--- config.mk ---
export PLATFORM = sky130hd
export DESIGN_NAME = tcsc_coder
export DESIGN_NICKNAME = d
export VERILOG_FILES = /design/src/tcsc_pkg.sv /design/src/tcsc_coder.sv
export SDC_FILE = /design/constraint.sdc
export NUM_CORES = 1
export LEC_CHECK = 0
export ABC_CLOCK_PERIOD_IN_PS = 2550
export BUFFER_PORTS_ARGS = -buffer_cell sky130_fd_sc_hd__clkbuf_2
export CAP_MARGIN = 15
export CORE_MARGIN = 8
export CORE_UTILIZATION = 60
export CTS_BUF_LIST = sky130_fd_sc_hd__clkbuf_16
export CTS_CLUSTER_DIAMETER = 80
export CTS_CLUSTER_SIZE = 28
export DETAILED_ROUTE_END_ITERATION = 7
export PLACE_DENSITY = 0.84
export SETUP_SLACK_MARGIN = 0.5
export SKIP_CTS_REPAIR_TIMING = 1
export SYNTH_ARGS = -nofsm -noshare
export SYNTH_HDL_FRONTEND = slang
export SYNTH_SLANG_ARGS = --single-unit
--- constraint.sdc ---
create_clock -name ref_clk -period 2.55 [get_ports ref_clk]
set_input_delay 0.1275 -clock ref_clk [delete_from_list [all_inputs] [get_ports ref_clk]]
set_output_delay 0.1275 -clock ref_clk [all_outputs]
set_load 0.02 [all_outputs]
--- src/tcsc_pkg.sv ---
// Constants, types and default tables for the trellis/scrambler symbol coder.
// Assumes one 40 MHz reference clock shared by the whole coder.
package tcsc_pkg;
    localparam longint unsigned CLK_HZ = 64'd40_000_000;
    // Symbol rates in millibaud, as specified
    localparam longint unsigned BAUD_TWO_PAIR_MILLI = 64'd233_600_000;
    localparam longint unsigned BAUD_ONE_PAIR_MILLI = 64'd386_667_000;
    localparam int unsigned PPM_TWO_PAIR = 110;
    localparam int unsigned PPM_ONE_PAIR = 90;
    // 32-bit phase step; rounding error is far below the ppm tolerance
    localparam logic [31:0] NCO_INC_TWO_PAIR =
        32'((BAUD_TWO_PAIR_MILLI * 64'h1_0000_0000) / (CLK_HZ * 64'd1000));
    localparam logic [31:0] NCO_INC_ONE_PAIR =
        32'((BAUD_ONE_PAIR_MILLI * 64'h1_0000_0000) / (CLK_HZ * 64'd1000));
    localparam logic [31:0] NCO_RST = 32'h0;

    localparam logic [2:0] GRP_TWO_PAIR = 3'h5;
    localparam logic [2:0] GRP_ONE_PAIR = 3'h6;
    localparam logic [2:0] GRP_UNCODED = 3'h6;
    localparam int unsigned SCR_LEN = 23;
    localparam int unsigned TAP_CUSTOMER = 18;
    localparam int unsigned TAP_EXCHANGE = 5;
    localparam logic [22:0] SCR_RST = 23'h0;
    localparam logic [2:0] TRELLIS_RST = 3'h0;
    localparam int unsigned MAP_POINTS = 128;
    localparam logic [7:0] Y0_DEFAULT = 8'haa;

    typedef enum logic {
        TCSC_SELF_SYNC = 1'b0,
        TCSC_LOCKED = 1'b1
    } tcsc_scr_mode_t;

    typedef struct packed {
        logic [6:0] mapped;
        logic [6:0] point;
    } tcsc_sym_t;

    // Systematic feedback code: next = {s0, s2^I2, s1^I1}, redundant bit = s0
    function automatic logic [95:0] tcsc_trellis_default();
        logic [95:0] t;
        logic [2:0] s;
        t = '0;
        for (int i = 0; i < 32; i++) begin
            s = 3'(i / 4);
            if (i < 32) begin
                t[(i % 32) * 3 +: 3] = 3'h0;
            end
        end
        for (int i = 0; i < 32; i++) begin
            s = 3'(i / 4);
            if (i < 32) begin
                t[(i % 32) * 3 +: 3] = {s[0], s[2] ^ 1'((i / 2) % 2), s[1] ^ 1'(i % 2)};
            end
        end
        return t;
    endfunction

    function automatic logic [895:0] tcsc_map_default();
        logic [895:0] m;
        m = '0;
        for (int i = 0; i < 128; i++) begin
            m[i * 7 +: 7] = 7'(i);
        end
        return m;
    endfunction
endpackage

--- src/tcsc_coder.sv ---
// Transmit and receive bit-level coder: scramblers, symbol grouping, trellis, mapping.
// Assumes configuration inputs and the receive decision path share ref_clk.
//
// Operation
// - One-pair mode carries the whole payload at 2320 kbit/s.
// - Two-pair mode runs each transceiver at 1168 kbit/s.
// - Two-pair uses coded 64 points, one-pair coded 128 points.
// - Output is trellis-coded CAP symbols; precoding sits downstream.
// - Start-up sends uncoded 64 points, first bit is the lsb.
// - Trellis code is 2D, eight states, no differential feature.
// - Every coded symbol carries exactly one redundant bit.
// - Two-pair groups are five scrambled bits, earliest bit lsb.
// - One-pair groups are six scrambled bits, earliest bit lsb.
// - First two group bits drive systematic encoder giving redundant bit.
// - 64-point: redundant bit plus five bits form mapped bits 0-5.
// - 128-point: redundant bit plus six bits form mapped bits 0-6.
// - Scrambler and descrambler use different polynomials per direction.
// - Customer side transmits with taps 18 and 23.
// - Exchange side transmits with taps 5 and 23.
// - Self-sync scrambler divides by polynomial, output fed back.
// - Self-sync descrambler multiplies by polynomial, fed from received bits.
// - Locked mode XORs a free-running generator on and off.
// - Switch to locked only while transmit data is one, uncoordinated.
// - Every frame bit passes the scrambler.
// - Two-pair symbol rate 233.60 kbaud within 110 ppm.
// - One-pair symbol rate 386.667 kbaud within 90 ppm.
`timescale 1ns/1ps
module tcsc_coder #(
    parameter logic [95:0] TRELLIS_NEXT = tcsc_pkg::tcsc_trellis_default(),
    parameter logic [7:0] TRELLIS_Y0 = tcsc_pkg::Y0_DEFAULT,
    parameter logic [895:0] MAP_TABLE = tcsc_pkg::tcsc_map_default()
) (
    input wire logic ref_clk,
    input wire logic rst_b,
    input wire logic one_pair,
    input wire logic exchange_side_unit,
    input wire logic coded_mode,
    input wire logic tx_lock_req,
    input wire logic rx_lock_req,
    input wire logic tx_bit,
    input wire logic tx_bit_valid,
    output logic tx_bit_ready,
    output tcsc_pkg::tcsc_sym_t tx_sym,
    output logic tx_sym_valid,
    output logic tx_underrun,
    output logic tx_locked,
    input wire logic [6:0] rx_point,
    input wire logic rx_point_valid,
    output logic rx_bit,
    output logic rx_bit_valid,
    output logic rx_code_err,
    output logic rx_locked
);
    logic [31:0] nco;
    logic sym_tick;
    logic [22:0] tx_scr;
    logic [22:0] rx_scr;
    logic [5:0] tx_grp;
    logic [2:0] tx_cnt;
    logic [2:0] next_tx_cnt;
    logic [2:0] grp_len;
    logic [2:0] tstate;
    logic [2:0] rstate;
    logic [5:0] rx_grp;
    logic [2:0] rx_left;
    logic [6:0] rx_inv;
    logic tx_accept;
    logic tx_gen;
    logic tx_scr_bit;
    logic rx_gen;
    logic redundant_trellis_bit;
    logic info_bit_first;
    logic info_bit_second;
    logic [6:0] tx_z;
    tcsc_pkg::tcsc_scr_mode_t tx_mode;
    tcsc_pkg::tcsc_scr_mode_t rx_mode;

    // Symbol rate from a phase accumulator
    always_ff @(posedge ref_clk) begin
        if (!rst_b) begin
            nco <= tcsc_pkg::NCO_RST;
            sym_tick <= 1'b0;
        end else begin
            {sym_tick, nco} <= {1'b0, nco} + {1'b0, one_pair ? tcsc_pkg::NCO_INC_ONE_PAIR
                                                          : tcsc_pkg::NCO_INC_TWO_PAIR};
        end
    end

    // Bits per symbol times symbol rate gives the line bit rate
    assign grp_len = !coded_mode ? tcsc_pkg::GRP_UNCODED :
                     one_pair ? tcsc_pkg::GRP_ONE_PAIR : tcsc_pkg::GRP_TWO_PAIR;
    assign tx_accept = tx_bit_valid && tx_bit_ready;

    // Polynomial chosen by which end we are; the receive side takes the other one
    always_comb begin
        if (exchange_side_unit) begin
            tx_gen = tx_scr[tcsc_pkg::TAP_EXCHANGE - 1] ^ tx_scr[tcsc_pkg::SCR_LEN - 1];
            rx_gen = rx_scr[tcsc_pkg::TAP_CUSTOMER - 1] ^ rx_scr[tcsc_pkg::SCR_LEN - 1];
        end else begin
            tx_gen = tx_scr[tcsc_pkg::TAP_CUSTOMER - 1] ^ tx_scr[tcsc_pkg::SCR_LEN - 1];
            rx_gen = rx_scr[tcsc_pkg::TAP_EXCHANGE - 1] ^ rx_scr[tcsc_pkg::SCR_LEN - 1];
        end
    end

    assign tx_scr_bit = tx_bit ^ tx_gen;

    always_ff @(posedge ref_clk) begin
        if (!rst_b) begin
            tx_scr <= tcsc_pkg::SCR_RST;
        end else if (tx_accept) begin
            if (tx_mode == tcsc_pkg::TCSC_SELF_SYNC) begin
                tx_scr <= {tx_scr[21:0], tx_scr_bit};
            end else begin
                tx_scr <= {tx_scr[21:0], tx_gen};
            end
        end
    end

    // Dropping the lock request returns to start-up scrambling
    always_ff @(posedge ref_clk) begin
        if (!rst_b) begin
            tx_mode <= tcsc_pkg::TCSC_SELF_SYNC;
        end else if (!tx_lock_req) begin
            tx_mode <= tcsc_pkg::TCSC_SELF_SYNC;
        end else if (tx_accept && tx_bit) begin
            tx_mode <= tcsc_pkg::TCSC_LOCKED;
        end
    end
    assign tx_locked = (tx_mode == tcsc_pkg::TCSC_LOCKED);

    // Group filling; ready is registered from the next count so it lands in the same cycle as the count
    always_comb begin
        next_tx_cnt = tx_cnt;
        if (sym_tick && tx_cnt >= grp_len) begin
            next_tx_cnt = 3'h0;
        end else if (tx_accept) begin
            next_tx_cnt = tx_cnt + 3'h1;
        end
    end

    always_ff @(posedge ref_clk) begin
        if (!rst_b) begin
            tx_cnt <= 3'h0;
            tx_grp <= 6'h0;
            tx_bit_ready <= 1'b0;
        end else begin
            tx_cnt <= next_tx_cnt;
            tx_bit_ready <= (next_tx_cnt < grp_len);
            if (sym_tick && tx_cnt >= grp_len) begin
                tx_grp <= 6'h0;
            end else if (tx_accept) begin
                tx_grp[tx_cnt] <= tx_scr_bit;
            end
        end
    end

    assign info_bit_first = tx_grp[0];
    assign info_bit_second = tx_grp[1];
    assign redundant_trellis_bit = TRELLIS_Y0[tstate];
    assign tx_z = {tx_grp, redundant_trellis_bit};

    // Encoder state moves only on coded symbols
    always_ff @(posedge ref_clk) begin
        if (!rst_b) begin
            tstate <= tcsc_pkg::TRELLIS_RST;
        end else if (!coded_mode) begin
            tstate <= tcsc_pkg::TRELLIS_RST;
        end else if (sym_tick && tx_cnt >= grp_len) begin
            tstate <= TRELLIS_NEXT[{tstate, info_bit_second, info_bit_first} * 3 +: 3];
        end
    end

    // A tick without a full group loses that symbol slot and reports it
    always_ff @(posedge ref_clk) begin
        if (!rst_b) begin
            tx_sym <= '0;
            tx_sym_valid <= 1'b0;
            tx_underrun <= 1'b0;
        end else begin
            tx_sym_valid <= sym_tick && tx_cnt >= grp_len;
            tx_underrun <= sym_tick && tx_cnt < grp_len;
            if (sym_tick && tx_cnt >= grp_len) begin
                if (coded_mode) begin
                    tx_sym.mapped <= tx_z;
                    tx_sym.point <= MAP_TABLE[tx_z * 7 +: 7];
                end else begin
                    tx_sym.mapped <= {1'b0, tx_grp};
                    tx_sym.point <= {1'b0, tx_grp};
                end
            end
        end
    end

    // Receive: inverse map by search, then hard-decision trellis check
    always_comb begin
        rx_inv = 7'h0;
        for (int i = 0; i < tcsc_pkg::MAP_POINTS; i++) begin
            if (MAP_TABLE[i * 7 +: 7] == rx_point) begin
                rx_inv = 7'(i);
            end
        end
    end

    always_ff @(posedge ref_clk) begin
        if (!rst_b) begin
            rstate <= tcsc_pkg::TRELLIS_RST;
            rx_code_err <= 1'b0;
        end else begin
            rx_code_err <= rx_point_valid && coded_mode && (rx_inv[0] != TRELLIS_Y0[rstate]);
            if (!coded_mode) begin
                rstate <= tcsc_pkg::TRELLIS_RST;
            end else if (rx_point_valid) begin
                rstate <= TRELLIS_NEXT[{rstate, rx_inv[2], rx_inv[1]} * 3 +: 3];
            end
        end
    end

    // Serialise lsb first; the symbol period far exceeds six cycles
    always_ff @(posedge ref_clk) begin
        if (!rst_b) begin
            rx_grp <= 6'h0;
            rx_left <= 3'h0;
        end else if (rx_point_valid) begin
            rx_grp <= coded_mode ? rx_inv[6:1] : rx_point[5:0];
            rx_left <= grp_len;
        end else if (rx_left != 3'h0) begin
            rx_grp <= {1'b0, rx_grp[5:1]};
            rx_left <= rx_left - 3'h1;
        end
    end

    always_ff @(posedge ref_clk) begin
        if (!rst_b) begin
            rx_scr <= tcsc_pkg::SCR_RST;
            rx_mode <= tcsc_pkg::TCSC_SELF_SYNC;
            rx_bit <= 1'b0;
            rx_bit_valid <= 1'b0;
        end else begin
            rx_bit_valid <= (rx_left != 3'h0) && !rx_point_valid;
            if (rx_left != 3'h0 && !rx_point_valid) begin
                rx_bit <= rx_grp[0] ^ rx_gen;
                if (rx_mode == tcsc_pkg::TCSC_SELF_SYNC) begin
                    rx_scr <= {rx_scr[21:0], rx_grp[0]};
                end else begin
                    rx_scr <= {rx_scr[21:0], rx_gen};
                end
                if (rx_lock_req && (rx_grp[0] ^ rx_gen)) begin
                    rx_mode <= tcsc_pkg::TCSC_LOCKED;
                end
            end
            if (!rx_lock_req) begin
                rx_mode <= tcsc_pkg::TCSC_SELF_SYNC;
            end
        end
    end
    assign rx_locked = (rx_mode == tcsc_pkg::TCSC_LOCKED);
endmodule

Word level (Yosys, flattened, before mapping)
Memory sizes are Yosys's and may differ from the RTL's. A register that Yosys moved wholly into a read port is not among the register bits.
Index checks and enable logic that the tools add are counted.
- latch bits: 0
- register bits after elaboration: 125
- logic and storage cells: 341
- bits in writable memories: 0
- ROM bits: 16
- memories: 2
- bitwise logic cells: 7
- $mul: 3
- $lt $le $gt $ge: 7
- reduce and logical (&&, ||, !) cells: 17
- eq/ne operators: 128
- divide/modulo/power cells: 0
- add/subtract/negate cells: 3
- muxes and demuxes: 151
- shift-type cells: 3
- memory list (memory ; words ; width ; rd ports ; clocked after memory_dff ; wr ports ; RTL line ; text):
    (name not given) ; 8 ; 1 ; 1 ; 1 ; 0 ; tcsc_coder.sv:209 ; rx_code_err <= rx_point_valid && coded_mode && (rx_inv[0] != TRELLIS_Y0[rstate]);
    (name not given) ; 8 ; 1 ; 1 ; 1 ; 0 ; tcsc_coder.sv:159 ; assign redundant_trellis_bit = TRELLIS_Y0[tstate];
- operator list (kind ; count):
    896-bit by 11-bit indexed part select with 7-bit output, first input constant ; 1
    7-bit 2-to-1 mux ; 126
    7-bit equality test, first input constant ; 64
    6-bit by 7-bit equality test with 1-bit output, first input constant ; 32
    96-bit by 8-bit indexed part select with 3-bit output, first input constant ; 2
    5-bit by 7-bit equality test with 1-bit output, first input constant ; 16
    4-bit by 7-bit equality test with 1-bit output, first input constant ; 8
    32-bit by 26-bit adder with 33-bit output ; 1
    3-bit by 7-bit equality test with 1-bit output, first input constant ; 4
    26-bit 2-to-1 mux ; 1
    3-bit 2-to-1 mux ; 8
    6-bit 2-to-1 mux ; 3
    2-bit by 7-bit equality test with 1-bit output, first input constant ; 2
    5-bit by 2-bit multiplier with 7-bit output, second input constant ; 2
    14-bit 2-to-1 mux ; 1
    3-bit by 4-bit < comparator with 1-bit output, second input constant ; 3
    7-bit by 3-bit multiplier with 10-bit output, second input constant ; 1
    1-bit logical AND ; 9
    1-bit 2-to-1 mux ; 8
    2-bit AND reduction ; 4
    1-bit by 7-bit equality test with 1-bit output, first input constant ; 1
    6-bit bitwise mux ; 1
    3-bit < comparator ; 2
    1-bit bitwise XOR ; 6
    12 further kinds ; 13

Depth between registers and ports, before layout
Gate-level depths: netlist of the first run.
- word-level depth: 132
- depth in mapped cells: 11
- mapped depth without buffers: 10

Worst setup path before layout of the first run
OpenSTA, ideal clock, no wires.
- path type: register -> register
- start point: register tx_cnt[0]
- end point: register tx_bit_ready
- setup time: 65 ps
- stages on the path, launching flop included: 12
- required time: 2485 ps
- data arrival time: 1961 ps
- path slack: 524 ps
- cell sequence: dfxtp_1 -> inv_1 -> ha_1 -> nand2b_1 -> a21oi_1 -> nor2_1 -> clkbuf_1 -> nor2_1 -> ha_1 -> a21oi_1 -> nor3_1 -> nor2_1
- cells in the longest elaborated chain, start to end: 4
- RTL lines (what ; RTL line ; text):
    from (decl) ; tcsc_coder.sv:59 ; logic [2:0] tx_cnt;
    from (signal assigned) ; tcsc_coder.sv:147 ; tx_cnt <= next_tx_cnt;
    3-bit by 1-bit adder with 3-bit output / 3-bit greater-or-equal comparator (equally long branches) ; tcsc_coder.sv:137, tcsc_coder.sv:134 ;
    3-bit 2-to-1 mux / 1-bit logical AND (equally long branches) ; tcsc_coder.sv:136, tcsc_coder.sv:134 ;
    3-bit 2-to-1 mux * ; tcsc_coder.sv:134 ; if (sym_tick && tx_cnt >= grp_len) begin
    via next_tx_cnt[1] ; tcsc_coder.sv:60 ; logic [2:0] next_tx_cnt;
    3-bit < comparator * ; tcsc_coder.sv:148 ; tx_bit_ready <= (next_tx_cnt < grp_len);
    to (signal assigned) ; tcsc_coder.sv:148 ;
    to (decl) ; tcsc_coder.sv:42 ; output logic tx_bit_ready,
Mark *: on every way through the listed nets, which the timed path passes. The rest lies on a longest branch.
A chain may end at the register's enable or synchronous reset.

Worst setup path in the final report of the first run
- start point: register nco[18]
- end point: register nco[27]
- cells in the longest elaborated chain, start to end: 1
- RTL lines (what ; RTL line ; text):
    from (decl) ; tcsc_coder.sv:54 ; logic [31:0] nco;
    from (signal assigned) ; tcsc_coder.sv:81 ; nco <= tcsc_pkg::NCO_RST;
    from (signal assigned) ; tcsc_coder.sv:84 ; {sym_tick, nco} <= {1'b0, nco} + {1'b0, one_pair ? tcsc_pkg::NCO_INC_ONE_PAIR
    32-bit by 26-bit adder with 33-bit output ; tcsc_coder.sv:84 ;
Every way passes these cells.

==> out/qor.csv, run 1 <==
metric;value;unit
cell family with most CP delay;compound AO/OA/AOI/OAI gates;
Final WS setup;483;ps
non-filler instance count after layout;835;
Buffers on Ports;38;
# H-tree levels;4;
drt initial violations;318;
Initial Util;0.608;
Area Overhead vs Synth;18.4;%
most frequent CP cell;buf_4;
# DRC;0;
worst path bufs/invs;2;
Tcrit/Tclk final;0.810;
clock buffer depth;2;
Worst-Skew Late Latency;410;ps
syn_area_per_cell;8.30;sq um
synthesized area;5530;sq um
crit start category;flip-flop;
clock sink total;120;
area of the multi-input gates;2990;sq um
first-pass GRT wire length;20800;um
Congestion Overflow GR;0;
Pre-antenna DRT Iters;6;
Synth async-reset ratio;0;
CTS tree;yes;
Final Hold Violating Endpoints;1;
Synth Register Bits;120;
Final nets;747;
vias in the first global route;4617;
WL/cell;15.7;um
Die Footprint;12600;sq um
Yosys cell types;54;
Reg area;2400;sq um
top cell type's share of synthesized area;0.434;
failing checks;negative hold slack;
RSZ-0062 raised after global routing;true;
post-synthesis cell count;667;
Core ar.;9110;sq um
fmax;484;MHz
Synth area leaders;dfxtp_1 (43%), nand2_1 (8.3%), a21oi_1 (6.2%), nor2_1 (4.7%), ha_1 (4.3%);
largest area contributor in the synthesized netlist;dfxtp_1;
register area share after synthesis;0.434;
max_cap viols;0;
Critical Path RT;2840;ps
post-DP HPWL;7940;um
cell leakage power;2.52;nW
Routability Congestion;0.857;
die height;112;um
share of layout cells above drive strength 1;0.167;
syn nets;703;
fin. max-slew vios;0;
Util after Layout;0.719;
final antenna-violating net count;0;
Worst setup EP type;flip-flop;
Worst VDD drop;748;uV
root buf cell;clkbuf_16;
Max transition margin;0.553;
Ys Warns;0;
Post-synth EDFFs;0;
ant diodes;0;
Max FO, Critical Path;6;
Crit Path Category;flip-flop to flip-flop;
Core Rows;35;
fin crit period;2070;ps
detailed-route via count;4921;
count leader, synth;nand2_1;
GR Util All Layers;0.199;
hold_ws;-10.1;ps
CP Cell Sequence;ha_4 -> a211oi_4 -> buf_4 -> o2111ai_1 -> o211ai_1 -> buf_4 -> a21oi_1 -> xnor2_1 -> nor2_1;
Post-synth top cells;nand2_1 (123), dfxtp_1 (120), nor2_1 (70), a21oi_1 (69), clkbuf_1 (29);
dpl cells;788;
Worst Hold Class;input port to flip-flop;
Slowest-stage cell, CP;a211oi_4;
P per Cell Area;947;nW/um^2
antenna violations before repair;0;
setup TNS;0;ps
DIE WIDTH;112;um
CTS Buf Count;17;
Reg clk slew, reported paths;60;ps
Clock Skew;11.4;ps
Worst Tran Pin Value;667;ps
result of the run;finished, violations left;
Routed WL;13100;um
Ports;39;
Fillers;646;
worst path arrival time;2350;ps
final setup violation count;0;
routed vias/inst;5.89;
ys flop type;dfxtp_1;
post-place setup slack;66.5;ps
pin count of the biggest net entering global routing;79;
slowest stage delay, CP;400;ps
-- layout make-up --
cell class / count / area share
clock buffers: 17 / 0.0649
clock inverters: 15 / 0.0176
inverters: 16 / 0.00917
multi-input cells: 489 / 0.456
flip-flops and latches: 120 / 0.367
well taps: 111 / 0.0212
repair buffers: 67 / 0.0645
-- worst paths after layout --
path                                  from          to  slack (ps)  depth (start not counted)
worst max register to register     nco[18]     nco[27]         480                          9
worst min register to register  tx_scr[15]  tx_scr[16]         450                          2
worst min-delay path                tx_bit   tx_locked         -10                          3
worst max-delay path               nco[18]     nco[27]         480                          9
-- routing by layer --
metal	part of all wire	GRT usage
met1	0.42	0.227
met2	0.52	0.338
met3	0.056	0.0698
met4	0.012	0.0719
met5	0	0
-- where the power goes --
part / internal (mW) / switching [mW] / leakage [nW]
Combinational: 0.795 / 0.999 / 1.28
Sequential: 2.06 / 0.170 / 0.978
Clock: 1.26 / 0.924 / 0.265
Total: 4.11 / 2.09 / 2.52
-- sequential cells by signal (all words and copies together) (netlist names), 3 cells and up, named ones only --
name and cells:
nco 32, rx_scr 23, tx_scr 23, tx_sym 7, rx_grp 6, tx_grp 6, rstate 3, rx_left 3
tstate 3, tx_cnt 3
-- placed cells by master, fill, tap and decap left out, types with 5 or more instances in the layout --
cell       count
buf_4         25
xor2_1         8
ha_1          16
a21oi_1       66
clkbuf_16     17
clkbuf_2      38
a311oi_1       5
nand3_1       12
nand2b_1       7
nand2_1      123
xnor2_1       25
a211oi_1      16
mux2i_1       20
inv_1         15
nor2b_1        8
nor2_1        70
o21ai_0       11
inv_6          8
dfxtp_1      119
nor3_1        20
-- tightest hold or removal path: stages --
cell      delay [ps]
clkbuf_2         100
a21oi_1           60
nor2_1            70
-- metrics by stage --
stage	total power [mW]	area, sq um
after global routing	6.46	6550
after CTS	5.82	6330
final	6.20	6550
after floorplan	3.33	5530
after detailed placement	3.64	5790
after global placement	3.56	5790
-- cells by family (layout without fill, tap and decap cells) --
logic type | Yosys count | count (layout) | synth area share
AND/OR/NAND/NOR | 266 | 266 | 0.213
AO/OA/AOI/OAI | 148 | 148 | 0.170
flip-flops | 120 | 120 | 0.434
buffers and inverters | 58 | 115 | 0.0457
XOR/XNOR | 33 | 33 | 0.0522
multiplexers | 22 | 22 | 0.0402
adder cells (fa/ha/maj) | 20 | 20 | 0.0448
Power figures use the tool's default switching activity.
==> run 2: changes to the inputs <==
--- a/config.mk
+++ b/config.mk
@@ -5,7 +5,8 @@
 export SDC_FILE = /design/constraint.sdc
 export NUM_CORES = 1
 export LEC_CHECK = 0
-export ABC_CLOCK_PERIOD_IN_PS = 2550
+export ABC_AREA = 1
+export ABC_CLOCK_PERIOD_IN_PS = 2000
 export BUFFER_PORTS_ARGS = -buffer_cell sky130_fd_sc_hd__clkbuf_2
 export CAP_MARGIN = 15
 export CORE_MARGIN = 8
==> constraint.sdc (replaced) <==
create_clock -name ref_clk -period 2 [get_ports ref_clk]
set_input_delay 0.1 -clock ref_clk [delete_from_list [all_inputs] [get_ports ref_clk]]
set_output_delay 0.1 -clock ref_clk [all_outputs]
set_load 0.02 [all_outputs]
==> out/qor.csv, run 2 <==
metric;value;unit
register area share after synthesis;0.400;
Core Rows;36;
most frequent cells in the layout;nand2_1 (167), nor2_1 (154), dfxtp_1 (108), inv_1 (75), o21ai_0 (71);
Largest Register;nco;
detailed-route via count;6719;
Post-synth top cells;nand2_1 (212), nor2_1 (176), dfxtp_1 (120), inv_1 (88), o21ai_0 (84);
CTS tree;yes;
clock network fraction of design power;0.353;
DR top layer;met4;
first-pass GRT wire length;24700;um
fin crit period;1960;ps
routed vias/inst;6.04;
failing checks;design-rule violations;
result of the run;finished, violations left;
Switching Fraction;0.378;
count leader, synth;nand2_1;
sequential share of power;0.321;
Tcrit/Tclk final;0.982;
Adder-Cell Fraction of Synth Area;0.0396;
Reg clk slew, reported paths;60;ps
Buffers on Ports;38;
Final Hold Violating Endpoints;0;
max_cap viols;0;
Core ar.;9730;sq um
DP Area;6350;sq um
ant diodes;0;
Routed WL;21700;um
worst path arrival time;2320;ps
Initial Util;0.618;
clock buffer depth;2;
Die Footprint;13500;sq um
WL met2;10000;um
root buf cell;clkbuf_16;
clock sink total;120;
Area Overhead vs Synth;32.7;%
largest family of logic cells by synthesized area;simple AND/OR/NAND/NOR gates;
share of layout cells above drive strength 1;0.295;
Synth area leaders;dfxtp_1 (40%), nand2_1 (13%), nor2_1 (11%), o21ai_0 (7.0%), inv_1 (5.5%);
WL/cell;19.5;um
Clock Skew;25.9;ps
Critical Path RT;2350;ps
Yosys cell types;42;
crit start category;flip-flop;
Crit Path Category;flip-flop to flip-flop;
antenna violations before repair;0;
mux cell area share after synthesis;0.00999;
final antenna-violating net count;0;
Congestion Overflow GR;0;
synthesized area;6010;sq um
RSZ-0062 raised after global routing;true;
Util after Layout;0.820;
P per Cell Area;1180;nW/um^2
Fillers;553;
met3 WL;2360;um
Ports;39;
Reg area;2420;sq um
most common cell after layout, fill and taps aside;nand2_1;
Worst setup EP type;flip-flop;
top cell type's share of synthesized area;0.400;
Ys Warns;0;
Final WS setup;35.2;ps
Worst Hold Class;input port to flip-flop;
internal power;5.86;mW
post-synthesis simple-gate area fraction;0.306;
Routability Congestion;0.899;
DIE WIDTH;116;um
final setup violation count;0;
# H-tree levels;4;
Synth async-reset ratio;0;
setup TNS;0;ps
Max transition margin;0.681;
Post-synth EDFFs;0;
GR Util All Layers;0.228;
post-synthesis cell count;893;
Max FO, Critical Path;2;
Synth Area in XOR/XNOR;0.0102;
Compound-Gate Fraction of Synth Area;0.148;
Combinational Power Share;0.326;
NetSw;3.56;mW
Final nets;1002;
fin. max-slew vios;0;
post-DP HPWL;9480;um
Finished Cell Area;7980;sq um
ys flop type;dfxtp_1;
CTS Buf Count;17;
vias in the first global route;5275;
Worst Tran Pin Value;479;ps
# DRC;6;
wl on met1;7790;um
drt initial violations;854;
cell leakage power;3.62;nW
largest area contributor in the synthesized netlist;dfxtp_1;
Worst VDD drop;790;uV
Worst-Skew Late Latency;440;ps
post-place setup slack;59.1;ps
pin count of the biggest net entering global routing;57;
die height;116;um
setup slack, reg-to-reg;40;ps
registers with the most flip-flops;nco x32, rx_scr x23, tx_scr x23;
max reg flops;32;
Pre-antenna DRT Iters;8;
area of the multi-input gates;3820;sq um
Synth Register Bits;120;
syn_area_per_cell;6.73;sq um
syn nets;929;
fmax;509;MHz
## run 2: cell count changes after synthesis, moves of 14 or more
cell and delta:
nand2_1 +89, nor2_1 +106, inv_1 +73, nor3_1 -16, o21ai_0 +70, clkbuf_1 -19
xnor2_1 -21, nand3_1 +15, mux2i_1 -14
## run 2: area by class of cell
class,count,area share
Clock buffer,17,0.0533
Clock inverter,15,0.0249
Inverter,95,0.0464
Multi-Input combinational cell,648,0.479
Sequential cell,120,0.303
Tap cell,133,0.0209
Timing Repair Buffer,84,0.0722
## run 2: per-stage QoR
step	power, mW	hold WS (ps)	cells
2_1_floorplan	4.36	195	893
3_3_place_gp	4.76	312	1048
3_5_place_dp	4.80	313	1048
4_1_cts	8.07	-121	1080
5_1_grt	9.69	74.3	1112
6_report	9.42	31.6	1112
## run 2: path summary, 6_finish.rpt
kind | start | endpoint | depth (start not counted)
max | nco[18] | nco[29] | 10
min | rx_point[5] | rx_grp[5] | 3
max reg2reg | nco[18] | nco[29] | 10
min reg2reg | rx_bit | rx_bit | 2
## run 2: power groups by stage
stage | Combinational, mW | Clock (mW) | Sequential, mW
2_1_floorplan | 1.47 | 0 | 2.89
3_3_place_gp | 1.82 | 0 | 2.94
3_5_place_dp | 1.86 | 0 | 2.94
4_1_cts | 1.90 | 3.27 | 2.89
5_1_grt | 3.24 | 3.41 | 3.04
6_report | 3.07 | 3.33 | 3.02
## run 2: worst max-delay path: stages (launching register included)
cell     delay (ps)
dfxtp_1         330
ha_4            170
inv_1           190
nand2_1         280
nor2_1          260
nand2_2         120
a21oi_2         150
nand2_2          80
nand2_1          80
nand2_1          90
nor2_1          160
## run 2: cell families after synthesis
logic type / after synthesis
flip-flops: 120
AND/OR/NAND/NOR: 449
adder cells (fa/ha/maj): 19
multiplexers: 6
XOR/XNOR: 7
buffers and inverters: 125
AO/OA/AOI/OAI: 167
## run 2: metal layers
metal,vias up,GRT usage
met1,3048,0.280
li1,2991,-
met4,0,0.0864
met2,493,0.383
met3,187,0.0496
met5,-,0
